$ cat config.mk
export PLATFORM = sky130hd
export DESIGN_NAME = ecp_port
export DESIGN_NICKNAME = d
export VERILOG_FILES = /design/src/hdl/ecp_port_pkg.sv /design/src/hdl/byte_fifo.sv /design/src/hdl/irq_pulser.sv /design/src/hdl/ecp_port.sv
export VERILOG_INCLUDE_DIRS = /design/src /design/src/hdl
export SDC_FILE = /design/constraint.sdc
export NUM_CORES = 1
export LEC_CHECK = 0
export BUFFER_PORTS_ARGS = -buffer_cell sky130_fd_sc_hd__buf_4
export CORE_ASPECT_RATIO = 1.1
export CORE_MARGIN = 2
export CORE_UTILIZATION = 55
export CTS_BUF_LIST = sky130_fd_sc_hd__clkbuf_4 sky130_fd_sc_hd__clkbuf_8 sky130_fd_sc_hd__clkbuf_16
export DETAILED_ROUTE_END_ITERATION = 8
export GPL_ROUTABILITY_DRIVEN = 0
export PLACE_DENSITY = 0.76
export SYNTH_ARGS = -nofsm -noshare
export SYNTH_HDL_FRONTEND = slang
export SYNTH_SLANG_ARGS = --single-unit
$ cat constraint.sdc
create_clock -name clk -period 6.9 [get_ports clk]
set_clock_uncertainty 0.05 [all_clocks]
set_input_delay 0.69 -clock clk [delete_from_list [all_inputs] [get_ports clk]]
set_output_delay 0.69 -clock clk [all_outputs]
set_load 0.02 [all_outputs]
$ cat src/hdl/ecp_port_params.svh
// ecp engine constants
`ifndef ECP_PORT_PARAMS_SVH
`define ECP_PORT_PARAMS_SVH

// host i/o offsets
`define OFS_DATA_FIFO   11'h400
`define OFS_CMD_FIFO    11'h000

// mode field codes
`define MODE_SPP        3'h0
`define MODE_PS2        3'h1
`define MODE_FIFO       3'h2
`define MODE_ECP        3'h3
`define MODE_TEST       3'h6

// fifo entry layout: command flag above the byte
`define ENTRY_CMD_BIT   8
`define CMD_KIND_BIT    7
`define FIFO_DEPTH_VAL  16
`define THR_FIELD_MAX   4'hF
`define THR_CLAMP       5'h0F

// reset values
`define RST_MASK        1'b1
`define RST_BYTE        8'h00

// timing counts
`define CLK_PERIOD_NS   40
`define DACK_GAP_NS     350
`define DACK_GAP_CYC    ((`DACK_GAP_NS + `CLK_PERIOD_NS - 1) / `CLK_PERIOD_NS)
`define IRQ_PULSE_CYC   4
`define DMA_BURST_MAX   32

`endif

$ cat src/hdl/ecp_port_pkg.sv
// types shared by the ecp transfer engine
package ecp_port_pkg;

  typedef logic [2:0] mode_t;

  typedef enum logic [1:0] {
    F_IDLE,
    F_STROBE,
    F_RELEASE
  } fwd_state_t;

  typedef enum logic [1:0] {
    R_WAIT,
    R_FILL,
    R_HOLD
  } rev_state_t;

endpackage : ecp_port_pkg

$ cat src/hdl/byte_fifo.sv
// flip-flop fifo with occupancy count and flush
`timescale 1ns/1ps
module byte_fifo #(
  parameter int WIDTH = 9,
  parameter int DEPTH = 16
) (
  // clock and reset
  input  wire logic                       clk,
  input  wire logic                       rst,
  input  wire logic                       flush,
  // write side
  input  wire logic                       push,
  input  wire logic [WIDTH-1:0]           push_data,
  output logic                            full,
  // read side
  input  wire logic                       pop,
  output logic [WIDTH-1:0]                pop_data,
  output logic                            empty,
  output logic [$clog2(DEPTH+1)-1:0]      count
);
  localparam int AW = $clog2(DEPTH);
  localparam int CW = $clog2(DEPTH+1);

  logic [WIDTH-1:0] mem_q [DEPTH];
  logic [AW-1:0]    wr_q;
  logic [AW-1:0]    rd_q;
  logic [CW-1:0]    cnt_q;
  logic             do_push;
  logic             do_pop;

  assign full     = (cnt_q == CW'(DEPTH));
  assign empty    = (cnt_q == '0);
  assign count    = cnt_q;
  assign pop_data = mem_q[rd_q];
  // push when full and pop when empty are dropped
  assign do_push  = push && !full;
  assign do_pop   = pop && !empty;

  // storage
  always_ff @(posedge clk) begin
    if (do_push) begin
      mem_q[wr_q] <= push_data;
    end
  end

  // pointers and count
  always_ff @(posedge clk or posedge rst) begin
    if (rst) begin
      wr_q  <= '0;
      rd_q  <= '0;
      cnt_q <= '0;
    end else if (flush) begin
      wr_q  <= '0;
      rd_q  <= '0;
      cnt_q <= '0;
    end else begin
      if (do_push) begin
        wr_q <= (wr_q == AW'(DEPTH-1)) ? '0 : wr_q + 1'b1;
      end
      if (do_pop) begin
        rd_q <= (rd_q == AW'(DEPTH-1)) ? '0 : rd_q + 1'b1;
      end
      cnt_q <= cnt_q + CW'(do_push) - CW'(do_pop);
    end
  end
endmodule : byte_fifo

$ cat src/hdl/irq_pulser.sv
// shared interrupt line: short low pulse, restarted by each event
`timescale 1ns/1ps
`include "ecp_port_params.svh"
module irq_pulser #(
  parameter int PULSE = `IRQ_PULSE_CYC
) (
  // clock and reset
  input  wire logic clk,
  input  wire logic rst,
  // event in
  input  wire logic fire,
  // line out
  output logic      line_o,
  output logic      line_oe_n
);
  logic [7:0] left_q;

  assign line_o = 1'b0;

  // an event during a pulse restarts it, so nothing is lost
  always_ff @(posedge clk or posedge rst) begin
    if (rst) begin
      left_q    <= 8'h00;
      line_oe_n <= 1'b1;
    end else if (fire) begin
      left_q    <= 8'(PULSE - 1);
      line_oe_n <= 1'b0;
    end else if (left_q != 8'h00) begin
      left_q <= left_q - 8'h01;
    end else begin
      line_oe_n <= 1'b1;
    end
  end
endmodule : irq_pulser

$ cat src/hdl/ecp_port.sv
// ecp port transfer engine
`timescale 1ns/1ps
`include "ecp_port_params.svh"

// Function
// - forward hostack high for data, low command
// - command bit7: 0 run count, 1 channel
// - reverse run count replicates next byte count+1
// - control lines open collector only mode 000
// - mask set blocks dma requests and service and tc interrupts; fault and ack interrupts ignore it
// - mask clear with condition valid interrupts immediately
// - interrupt is brief low pulse then released
// - terminal count interrupts and sets mask
// - forward pio interrupts on enough free bytes
// - reverse pio interrupts on enough stored bytes
// - fault falling edge or enable arming interrupts
// - ack rising edge interrupts when enabled
// - fifo disabled after reset, fifo modes only
// - threshold is field plus one, 16 as 15
// - dma access on acknowledge ignoring address; tc
// - request dropped after 32 cycles until gap
// - reverse request while data, drop empty or tc
// - after tc, re-request needs byte and mask cleared
// - data fifo 400h, command fifo 000h write-only
// - trigger levels are sixteen minus threshold
// - mode 011 transfers fifo with ecp handshake
module ecp_port
  import ecp_port_pkg::*;
#(
  parameter int DEPTH     = `FIFO_DEPTH_VAL,
  parameter int DACK_GAP  = `DACK_GAP_CYC,
  parameter int IRQ_PULSE = `IRQ_PULSE_CYC
) (
  // clock and reset
  input  wire logic        clk,
  input  wire logic        rst,
  // host i/o access
  input  wire logic [10:0] host_addr,
  input  wire logic        host_wr,
  input  wire logic        host_rd,
  input  wire logic [7:0]  host_wdata,
  output logic [7:0]       host_rdata,
  // host dma
  output logic             port_dma_request,
  input  wire logic        port_dma_acknowledge_low,
  input  wire logic        dma_terminal_count,
  // configuration and control
  input  wire logic [2:0]  mode,
  input  wire logic        direction,
  input  wire logic        dma_request_enable,
  input  wire logic        mask_set,
  input  wire logic        mask_clear,
  output logic             service_interrupt_mask,
  input  wire logic        fault_interrupt_enable_low,
  input  wire logic        acknowledge_interrupt_enable,
  input  wire logic [3:0]  fifo_threshold_field,
  // software line levels
  input  wire logic [7:0]  ctl_data,
  input  wire logic        ctl_strobe_low,
  input  wire logic        ctl_autofd_low,
  input  wire logic        ctl_init_low,
  input  wire logic        ctl_select_in_low,
  // status
  output logic             fifo_empty,
  output logic             fifo_full,
  output logic [4:0]       fifo_level,
  // cable: data pins
  input  wire logic [7:0]  pd_i,
  output logic [7:0]       pd_o,
  output logic             pd_oe_n,
  // cable: control outputs
  output logic [3:0]       ctl_line_o,
  output logic [3:0]       ctl_line_oe_n,
  // cable: peripheral inputs
  input  wire logic        busy_periph_ack,
  input  wire logic        ack_low,
  input  wire logic        fault_low,
  // interrupt line
  output logic             port_interrupt_line_o,
  output logic             port_interrupt_line_oe_n
);
  localparam int CW = $clog2(DEPTH+1);

  // fifo connections
  logic          push;
  logic [8:0]    push_data;
  logic          pop;
  logic [8:0]    head;
  logic          full;
  logic          empty;
  logic [CW-1:0] count;
  logic          flush;

  // mode decode
  logic fifo_on;
  logic engine_on;
  logic fwd_run;
  logic rev_run;

  // host and dma access
  logic dack;
  logic dma_cycle;
  logic pio_wr_data;
  logic pio_wr_cmd;
  logic pio_rd;

  // engine state
  fwd_state_t fwd_q;
  rev_state_t rev_q;
  logic [7:0] pd_q;
  logic       hostack_q;
  logic       strobe_low_q;
  logic       rev_busy_q;
  logic [7:0] rev_byte_q;
  logic [6:0] rle_cnt_q;
  logic       rle_pend_q;
  logic [7:0] rep_q;
  logic       rev_push;
  logic       fwd_pop;

  // flow control and interrupt state
  logic       mask_q;
  logic [5:0] burst_q;
  logic       hold_q;
  logic [7:0] gap_q;
  logic       tc_hit;
  logic [4:0] thr_eff;
  logic [4:0] fill_trigger_level;
  logic [4:0] free_space_trigger_level;
  logic [4:0] free_bytes;
  logic       svc_cond;
  logic       svc_cond_q;
  logic       fault_q;
  logic       ack_q;
  logic       err_en_low_q;
  logic       irq_fire;
  logic [7:0] rdata_q;

  // fifo lives in fifo, ecp and test modes
  assign fifo_on   = (mode == `MODE_FIFO) || (mode == `MODE_ECP) || (mode == `MODE_TEST);
  assign flush     = !fifo_on;
  assign engine_on = (mode == `MODE_ECP) || ((mode == `MODE_FIFO) && !direction);
  assign fwd_run   = engine_on && !direction;
  assign rev_run   = engine_on && direction && (mode == `MODE_ECP);

  // dma ignores the address; pio decodes it
  assign dack        = !port_dma_acknowledge_low;
  assign dma_cycle   = dack && (host_wr || host_rd) && fifo_on;
  assign pio_wr_data = !dack && host_wr && (host_addr == `OFS_DATA_FIFO) && fifo_on;
  assign pio_wr_cmd  = !dack && host_wr && (host_addr == `OFS_CMD_FIFO) && (mode == `MODE_ECP) && !direction;
  assign pio_rd      = !dack && host_rd && (host_addr == `OFS_DATA_FIFO) && fifo_on;
  assign tc_hit      = dma_cycle && dma_terminal_count;

  // fifo push: host side in forward and test, link side in reverse
  always_comb begin
    push      = 1'b0;
    push_data = {1'b0, host_wdata};
    if (rev_run) begin
      push      = rev_push;
      push_data = {1'b0, rev_byte_q};
    end else if (pio_wr_cmd) begin
      push      = 1'b1;
      push_data = {1'b1, host_wdata};
    end else if (pio_wr_data || (dma_cycle && host_wr)) begin
      push = 1'b1;
    end
  end

  // fifo pop: link side in forward, host side in reverse and test
  assign pop = fwd_run ? fwd_pop : (pio_rd || (dma_cycle && host_rd));

  byte_fifo #(
    .WIDTH (9),
    .DEPTH (DEPTH)
  ) u_fifo (
    .clk       (clk),
    .rst       (rst),
    .flush     (flush),
    .push      (push),
    .push_data (push_data),
    .full      (full),
    .pop       (pop),
    .pop_data  (head),
    .empty     (empty),
    .count     (count)
  );

  assign fifo_empty = empty;
  assign fifo_full  = full;
  assign fifo_level = 5'(count);

  // read data; an empty fifo repeats the last byte
  always_ff @(posedge clk or posedge rst) begin
    if (rst) begin
      rdata_q <= `RST_BYTE;
    end else if (pop && !fwd_run && !empty) begin
      rdata_q <= head[7:0];
    end
  end
  assign host_rdata = rdata_q;

  // forward engine: strobe, wait busy high, release, wait busy low
  assign fwd_pop = fwd_run && (fwd_q == F_IDLE) && !empty;
  always_ff @(posedge clk or posedge rst) begin
    if (rst) begin
      fwd_q        <= F_IDLE;
      pd_q         <= `RST_BYTE;
      hostack_q    <= 1'b1;
      strobe_low_q <= 1'b1;
    end else if (!fwd_run) begin
      fwd_q        <= F_IDLE;
      strobe_low_q <= 1'b1;
      hostack_q    <= 1'b1;
    end else begin
      case (fwd_q)
        F_IDLE: begin
          if (!empty) begin
            pd_q         <= head[7:0];
            hostack_q    <= !head[`ENTRY_CMD_BIT] || (mode != `MODE_ECP);
            strobe_low_q <= 1'b0;
            fwd_q        <= F_STROBE;
          end
        end
        F_STROBE: begin
          if (busy_periph_ack) begin
            strobe_low_q <= 1'b1;
            fwd_q        <= F_RELEASE;
          end
        end
        F_RELEASE: begin
          if (!busy_periph_ack) begin
            fwd_q <= F_IDLE;
          end
        end
        default: begin
          fwd_q <= F_IDLE;
        end
      endcase
    end
  end

  // reverse engine: catch on ack low, expand runs
  assign rev_push = (rev_q == R_FILL) && !full;
  always_ff @(posedge clk or posedge rst) begin
    if (rst) begin
      rev_q      <= R_WAIT;
      rev_busy_q <= 1'b0;
      rev_byte_q <= `RST_BYTE;
      rle_cnt_q  <= 7'h00;
      rle_pend_q <= 1'b0;
      rep_q      <= 8'h00;
    end else if (!rev_run) begin
      rev_q      <= R_WAIT;
      rev_busy_q <= 1'b0; // autofd deasserted on leaving the mode
      rle_pend_q <= 1'b0;
    end else begin
      case (rev_q)
        R_WAIT: begin
          // take a byte only when it fits; the peripheral waits
          if (!ack_low && !full) begin
            rev_busy_q <= 1'b1;
            rev_byte_q <= pd_i;
            if (!busy_periph_ack) begin
              if (!pd_i[`CMD_KIND_BIT]) begin
                rle_cnt_q  <= pd_i[6:0];
                rle_pend_q <= 1'b1;
              end
              rev_q <= R_HOLD; // channel addresses are dropped
            end else begin
              rep_q      <= rle_pend_q ? {1'b0, rle_cnt_q} : 8'h00;
              rle_pend_q <= 1'b0;
              rev_q      <= R_FILL;
            end
          end
        end
        R_FILL: begin
          if (!full) begin
            if (rep_q == 8'h00) begin
              rev_q <= R_HOLD;
            end else begin
              rep_q <= rep_q - 8'h01;
            end
          end
        end
        R_HOLD: begin
          if (ack_low) begin
            rev_busy_q <= 1'b0;
            rev_q      <= R_WAIT;
          end
        end
        default: begin
          rev_q <= R_WAIT;
        end
      endcase
    end
  end

  // cable drivers: open collector only in mode 000
  always_comb begin
    ctl_line_o[0] = fwd_run ? strobe_low_q : ctl_strobe_low;
    ctl_line_o[1] = rev_run ? rev_busy_q : (fwd_run ? hostack_q : ctl_autofd_low);
    ctl_line_o[2] = ctl_init_low;
    ctl_line_o[3] = ctl_select_in_low;
    if (mode == `MODE_SPP) begin
      ctl_line_oe_n = ctl_line_o;
    end else begin
      ctl_line_oe_n = 4'h0;
    end
  end
  assign pd_o    = fwd_run ? pd_q : ctl_data;
  assign pd_oe_n = direction && (mode != `MODE_SPP);

  // service mask: set and terminal count win over clear
  always_ff @(posedge clk or posedge rst) begin
    if (rst) begin
      mask_q <= `RST_MASK;
    end else if (mask_set || (tc_hit && !mask_q && dma_request_enable)) begin
      mask_q <= 1'b1;
    end else if (mask_clear) begin
      mask_q <= 1'b0;
    end
  end
  assign service_interrupt_mask = mask_q;

  // burst limit: hold off after 32 cycles until a long enough gap
  always_ff @(posedge clk or posedge rst) begin
    if (rst) begin
      burst_q <= 6'h00;
      hold_q  <= 1'b0;
      gap_q   <= 8'h00;
    end else begin
      if (dack) begin
        gap_q <= 8'h00;
      end else if (gap_q != 8'hFF) begin
        gap_q <= gap_q + 8'h01;
      end
      if (dma_cycle) begin
        burst_q <= burst_q + 6'h01;
        if (burst_q == 6'(`DMA_BURST_MAX - 1)) begin
          hold_q <= 1'b1;
        end
      end else if (!dack && (gap_q >= 8'(DACK_GAP - 1))) begin
        burst_q <= 6'h00;
        hold_q  <= 1'b0;
      end
    end
  end

  // dma request; terminal count drops it, its mask keeps it down
  always_comb begin
    port_dma_request = 1'b0;
    if (dma_request_enable && !mask_q && fifo_on && !hold_q && !tc_hit) begin
      if (direction) begin
        port_dma_request = !empty && !(dma_cycle && host_rd && (count == CW'(1)));
      end else begin
        port_dma_request = !full;
      end
    end
  end

  // threshold: field plus one, with 16 clamped to 15
  assign thr_eff = (fifo_threshold_field == `THR_FIELD_MAX) ? `THR_CLAMP
                                                             : {1'b0, fifo_threshold_field} + 5'h01;
  assign fill_trigger_level       = 5'(DEPTH) - thr_eff;
  assign free_space_trigger_level = 5'(DEPTH) - thr_eff;
  assign free_bytes               = 5'(DEPTH) - 5'(count);

  // pio service condition; its rise also covers unmasking
  always_comb begin
    svc_cond = 1'b0;
    if (!mask_q && !dma_request_enable && fifo_on) begin
      if (direction) begin
        svc_cond = (5'(count) >= fill_trigger_level);
      end else begin
        svc_cond = (free_bytes >= free_space_trigger_level);
      end
    end
  end

  // edge history of the service condition, the cable inputs and the fault enable
  always_ff @(posedge clk or posedge rst) begin
    if (rst) begin
      svc_cond_q   <= 1'b0;
      fault_q      <= 1'b1;
      ack_q        <= 1'b1;
      err_en_low_q <= 1'b1;
    end else begin
      svc_cond_q   <= svc_cond;
      fault_q      <= fault_low;
      ack_q        <= ack_low;
      err_en_low_q <= fault_interrupt_enable_low;
    end
  end

  // events in one cycle or during a pulse share one pulse, keeping the shared line edge friendly
  assign irq_fire = (svc_cond && !svc_cond_q)
                 || (tc_hit && !mask_q && dma_request_enable)
                 || (!fault_interrupt_enable_low && fault_q && !fault_low)
                 || (!fault_interrupt_enable_low && err_en_low_q && !fault_low)
                 || (acknowledge_interrupt_enable && !ack_q && ack_low);

  irq_pulser #(
    .PULSE (IRQ_PULSE)
  ) u_irq (
    .clk       (clk),
    .rst       (rst),
    .fire      (irq_fire),
    .line_o    (port_interrupt_line_o),
    .line_oe_n (port_interrupt_line_oe_n)
  );

endmodule : ecp_port

==> metrics.cfg, run 1 <==
[logic_synthesis]
syn_nets=850
synthSimpleGateAreaFrac=0.109
synth_top_cells_by_count=edfxtp_1, dfrtp_1, nand2_1
yosys.area.top_type_share=0.398
yosysWarnings=0
synth_seq_cells=233
yosysUniqueCellTypes=77
yosys.area_share.xor_xnor=0.00886
ys_seq_area_frac=0.603
syn_area_sq_um=10900
yosysMostFrequentCell=edfxtp_1
syn_inst=756
synth_compound_area_frac=0.0657
synth_edf_count=144
synth_area_per_cell_sq_um=14.4
async_flop_share=0.382
synthAdderAreaFrac=0.0396
yosysTopAreaCell=edfxtp_1
synth.area.top_cells=edfxtp_1, dfrtp_1, mux4_1
ys.flop_type=edfxtp_1
synth.area.mux_share=0.148
synth_top_family_by_area=multiplexers

[power_and_ir_drop]
p_leak_nw=4.94
power_w=0.00381
power_density_nw_per_um2=301
ir_drop_mv=0.244

[sta]
period_minus_slack_ns=3.85
post-route-period-util=0.558
rsz0062_at_grt=no
finalMaxSlewViolations=0
layout_setup_ws_ns=3.05
maxSlewHeadroom=0.233
worstMarginPinSlew_ns=1.15
setup_viol=0
clock.fmax_mhz=260
hold_viol=0
setup_tns_ns=0

[clock_tree]
tritoncts=built
ctsLongestPathBuffers=3
cts_buffers=24
ctsHoldBuffers=0
cts-root-buf=clkbuf_16
cts.sink_count=233
clk_pin_slew_worst_paths_ns=0.06
cts_resized=0
cts_setup_buffers=0
cts_max_level=1
clk_latency_ns=0.52

[worst_setup_path]
path_delay_family=adder cells
cp-start-kind=flip-flop
arrival_ns=4.25
crit_chain=inv_1 > ha_1 > and2_1 > ha_1 > nor2b_1 > a32oi_2 > inv_1 > ha_1 > fa_1 > a21oi_1 > nor2_1 > or3_1 > a21oi_1
timing.critical_path.mode_cell=ha_1
reg2reg_depth=13
r2r_start=u_fifo.count[1]
slowest_delay_ns=0.67
required_ns=7.30
cp_slowest_cell=a32oi_2
worst-path-buf-inv=2
path_max_fanout=15
crit_type=flip-flop to flip-flop
endpoint_kind=flip-flop
rrSetupSlack_ns=3.05
r2r-end=u_fifo.count[4]

[outcome]
outcome=complete, no violations

[cells_and_area]
nFillCells=1320
fin_nets=953
drive_gt1_frac=0.266
area_growth_pct=16.5
antenna_cells=0

[global_routing]
antenna_found_initial=0
grt_max_degree=90
grt_pass1_wl_um=38800
grt_pass1_vias=6976
grt_usage=0.240
overflow=0

[floorplan]
die_w_um=138
die_area_sq_um=20900
fp.dieH_um=151
initial_core_util=0.565
rows=53
coreArea_sq_um=19200
ioPinCount=97

[worst_hold_path]
min_from=fault_low
hp-class=input pin to flip-flop
hold_path_depth=1
hold_end=fault_q

[route]
avgViaCountPerCell=6.11
ant_nets=0
dr_wl_met2_um=12600
drc=0
wl_met3_um=1290
vias=6871
initialDrtViolationCount=636
top_layer=met4
wl_per_cell_um=22.1
dr.pass1.iters=5
wl_um=24900
wl_met1_um=10100

[placement]
dpl.hpwl_um=16400
numPortBuffers=95
place_ws_ns=2.90

[flow_run]
cap_violations=0

==> worst reg2reg max path, delay by kind of cell, from the launching register on <==
family                   cells  cell delay (ns)
adder cells (fa/ha/maj)      4             1.32
AO/OA/AOI/OAI                3             0.99
AND/OR/NAND/NOR              4             0.71
flip-flops                   1             0.41
buffers and inverters        2             0.30
==> cell type report <==
cell class / instances / area, sq um / area share
flip-flops and latches: 233 / 6560 / 0.518
repair buffers: 107 / 803 / 0.0634
clock buffers: 29 / 651 / 0.0514
multi-input cells: 466 / 4080 / 0.322
well taps: 247 / 309 / 0.0244
clock inverters: 15 / 163 / 0.0128
inverters: 27 / 103 / 0.00810
==> registers in the layout (all words and copies together) (netlist names), 2 cells and up <==
register	cells
pd_q	8
u_fifo.rd_q	4
u_fifo.wr_q	4
host_rdata	8
fwd_q	2
u_fifo.mem_q	144
rev_byte_q	8
gap_q	8
rep_q	8
rle_cnt_q	7
burst_q	6
u_fifo.count	5
rev_q	2
u_irq.left_q	8
==> kinds of logic (layout without fill, tap and decap cells) <==
logic type               count (synthesis)  in the layout
AND/OR/NAND/NOR                        224            224
other                                    1              1
AO/OA/AOI/OAI                          107            107
multiplexers                            89             89
XOR/XNOR                                11             11
adder cells (fa/ha/maj)                 34             34
buffers and inverters                   57            178
flip-flops                             233            233
==> layer usage <==
layer | vias to the layer above | track usage
met5 | - | 0
met4 | 0 | 0.0985
met3 | 54 | 0.0365
met2 | 230 | 0.419
met1 | 3478 | 0.305
li1 | 3109 | -
==> cells in the final DEF (no fill, tap or decap), drive strengths merged, types with 3 or more instances in the layout <==
cell type  synthesis  final
a211oi             4      4
a21oi             27     27
a31oi             14     14
a32oi              3      3
and2              11     11
and3               8      8
buf               16    107
bufinv             0      3
clkbuf            14     29
clkinv             0     10
clkinvlp           0      3
dfrtp             82     82
dfstp              7      7
edfxtp           144    144
ha                32     32
inv               27     26
mux2              40     40
mux2i              4      4
mux4              45     45
nand2             57     57
nand2b             7      7
nand3             14     14
nand3b             5      5
nor2              50     50
nor2b              9      9
nor3              19     19
nor3b              6      6
nor4              10     10
nor4b              3      3
o211ai             3      3
o21ai             26     26
o31ai              4      4
or3               10     10
xnor2              5      5
xor2               6      6
==> where the power goes <==
part	switching, W	total [W]	internal, W
sequential	0.000102	0.00172	0.00162
combinational	0.000418	0.000769	0.000351
clock	0.000529	0.00131	0.000786
total	0.00105	0.00381	0.00276
==> worst max-delay path by stage <==
stage,start,cells after the start,to
2_1_floorplan,u_fifo.count[1],15,u_fifo.count[4]
3_3_place_gp,direction,12,u_fifo.count[4]
3_5_place_dp,direction,12,u_fifo.count[4]
4_1_cts,u_fifo.count[1],15,u_fifo.count[4]
5_1_grt,u_fifo.count[1],15,u_fifo.count[4]
6_report,u_fifo.count[1],13,u_fifo.count[4]
==> metrics by stage <==
step	instances	cell area [sq um]	hold slack, ns	utilization
global route	1124	12700	0.235	0.659
floorplan	756	10900	0.401	-
detailed placement	1080	11900	0.437	0.616
CTS	1124	12700	0.233	0.659
global placement	1080	11900	0.422	0.616
finish	1124	12700	0.246	0.659
Note: power is estimated with default switching activity, not from simulation.
==> inputs of run 2 (changes only) <==
- ABC_AREA: unset -> 1
- PLACE_DENSITY: 0.76 -> 0.75
- clock period: 6.9 -> 3.6 ns (I/O delays scaled with it)
==> run 2 against run 1 <==
  * Sequential share of layout area fell by 0.97 points
  * Power rose by 97%
  * Largest cell class unchanged
  * Largest power group unchanged
  * Register-to-register slack got worse by 2.7 ns
==> metrics.cfg, run 2 <==
[sta]
setup_tns_ns=0
rsz0062_at_grt=no
layout_setup_ws_ns=0.339
hold_viol=0
worstMarginPinSlew_ns=0.799
maxSlewHeadroom=0.467
post-route-period-util=0.906
period_minus_slack_ns=3.26
finalMaxSlewViolations=0
setup_viol=0
clock.fmax_mhz=307

[floorplan]
die_area_sq_um=21400
die_w_um=140
initial_core_util=0.560
ioPinCount=97
rows=54
coreArea_sq_um=19900
fp.dieH_um=153

[logic_synthesis]
synth_top_cells_by_count=nand2_1, nor2_1, edfxtp_1
async_flop_share=0.382
yosysTopAreaCell=edfxtp_1
synth_area_per_cell_sq_um=9.92
ys.flop_type=edfxtp_1
yosysMostFrequentCell=nand2_1
syn_area_sq_um=11100
synth_edf_count=144
syn_inst=1122
yosysWarnings=0
yosys.area.top_type_share=0.389
ys_seq_area_frac=0.590
synth_seq_cells=233
synth.area.top_cells=edfxtp_1, dfrtp_1, nand2_1
yosysUniqueCellTypes=52
syn_nets=1216

[worst_setup_path]
cp_num_cells=19
worst-path-buf-inv=5
path_delay_family=adder cells
endpoint_kind=flip-flop
required_ns=3.94
crit_chain=inv_1 > ha_1 > nand2_1 > inv_1 > ha_2 > nor2_8 > inv_2 > nand2_2 > nand3_4 > clkinv_2 > ha_1 > inv_1 > ha_1 > fa_1 > nand2_1 > a21oi_1 > nor2_1 > xor2_1 > nor2_1
reg2reg_depth=19
slowest_delay_ns=0.41
arrival_ns=3.60
cp_slowest_cell=dfrtp_1
cp-start-kind=flip-flop
crit_type=flip-flop to flip-flop
path_max_fanout=18

[clock_tree]
cts.sink_count=233
clk_latency_ns=0.51
cts_max_level=1
cts-root-buf=clkbuf_16
ctsLongestPathBuffers=3
tritoncts=built
clk_pin_slew_worst_paths_ns=0.06
cts_buffers=23

[cells_and_area]
largest_reg_flops=144
area_growth_pct=16.0
drive_gt1_frac=0.175
antenna_cells=0
nFillCells=1602
top_register=u_fifo.mem_q
layout_commonest_cell=nand2_1
fin_nets=1326
final_cell_mix=nand2_1, nor2_1, edfxtp_1
ff_latch_area_sq_um=6560
multi_input_comb_area_sq_um=3860

[global_routing]
grt_pass1_wl_um=42200
met2_usage=0.417
grt_usage=0.246
antenna_found_initial=0
use_met3=0.0341
grt_pass1_vias=8320
grt_use_met1=0.321
overflow=0
busiest_layer=met2
grt_max_degree=64

[route]
ant_nets=0
dr.pass1.iters=5
vias=8408
drc=0
wl_per_cell_um=17.4
initialDrtViolationCount=698
wl_um=26100
avgViaCountPerCell=5.60

[placement]
place_ws_ns=0.259
dpl.hpwl_um=17900
numPortBuffers=95

[worst_hold_path]
hold_path_depth=3
hp-class=input pin to flip-flop

[power_and_ir_drop]
power_density_nw_per_um2=580
p_leak_nw=5.45
ir_drop_mv=0.494

[flow_run]
cap_violations=0

[outcome]
outcome=complete, no violations

run 2: cell count changes after synthesis, moves of 21 or more:
cell     change
nand2_1    +134
inv_1       +75
o21ai_0     +72
o21ai_1     +21
mux4_1      -29
nand3_1     +48
mux2_2      -40
nor2_1     +110
run 2: per-layer routing:
metal | vias up | routed length, um
li1 | 4039 | -
met1 | 3971 | 10400
met2 | 330 | 12900
met3 | 68 | 1810
met4 | 0 | 999
met5 | - | 0
run 2: through the flow:
step / hold WS (ns) / area (sq um) / total power (W) / utilization / cells
2_1_floorplan: 0.314 / 11100 / 0.00462 / - / 1122
3_3_place_gp: 0.407 / 12100 / 0.00515 / 0.610 / 1454
3_5_place_dp: 0.419 / 12100 / 0.00520 / 0.610 / 1454
4_1_cts: 0.00120 / 12900 / 0.00752 / 0.650 / 1501
5_1_grt: 0.00602 / 12900 / 0.00791 / 0.650 / 1501
6_report: 0.00863 / 12900 / 0.00749 / 0.650 / 1501
run 2: cells by family (layout without fill, tap and decap cells):
| group | count (synthesis) | after routing | synth area share |
|---|---|---|---|
| other | 1 | 1 | 0.000337 |
| and+or+nand+nor | 474 | 474 | 0.187 |
| xor gates and xnor gates | 15 | 15 | 0.0118 |
| adders and majority gates | 33 | 33 | 0.0378 |
| buffers and inverters | 162 | 289 | 0.0634 |
| AOI/OAI and AO/OA | 204 | 204 | 0.110 |
| DFF | 233 | 233 | 0.590 |
run 2: what timing repair did:
item / CTS / global route
endpoints found under the setup margin: 0 / 1
gates resized for setup: 0 / 1
setup buffers: 0 / 0
hold buffers: 5 / 0
endpoints found under the hold margin: 45 / 0
run 2: tightest hold or removal path, stage by stage:
cell and delay (ns):
buf_4 0.08, nor2_1 0.03, o21ai_0 0.06
run 2: area by class of cell:
type / count / share of cell area
well taps: 252 / 0.0244
clock inverters: 12 / 0.00717
flip-flops and latches: 233 / 0.508
clock buffers: 30 / 0.0496
inverters: 117 / 0.0347
multi-input cells: 727 / 0.299
repair buffers: 130 / 0.0766
run 2: final timing paths:
| kind | start | to | slack, ns |
|---|---|---|---|
| worst max-delay path | u_fifo.count[1] | u_fifo.count[4] | 0.34 |
| worst min-delay path | mask_set | service_interrupt_mask | 0.009 |
| worst max register to register | u_fifo.count[1] | u_fifo.count[4] | 0.34 |
| worst min register to register | host_rdata[6] | host_rdata[6] | 0.43 |
| max in group asynchronous | rst | svc_cond_q | 2.28 |
| min in group asynchronous | rst | u_irq.left_q[6] | 0.51 |
run 2: power breakdown:
part | total [W] | switching [W] | internal (W)
sequential | 0.00329 | 0.000178 | 0.00311
combinational | 0.00188 | 0.00120 | 0.000682
clock | 0.00232 | 0.000989 | 0.00133
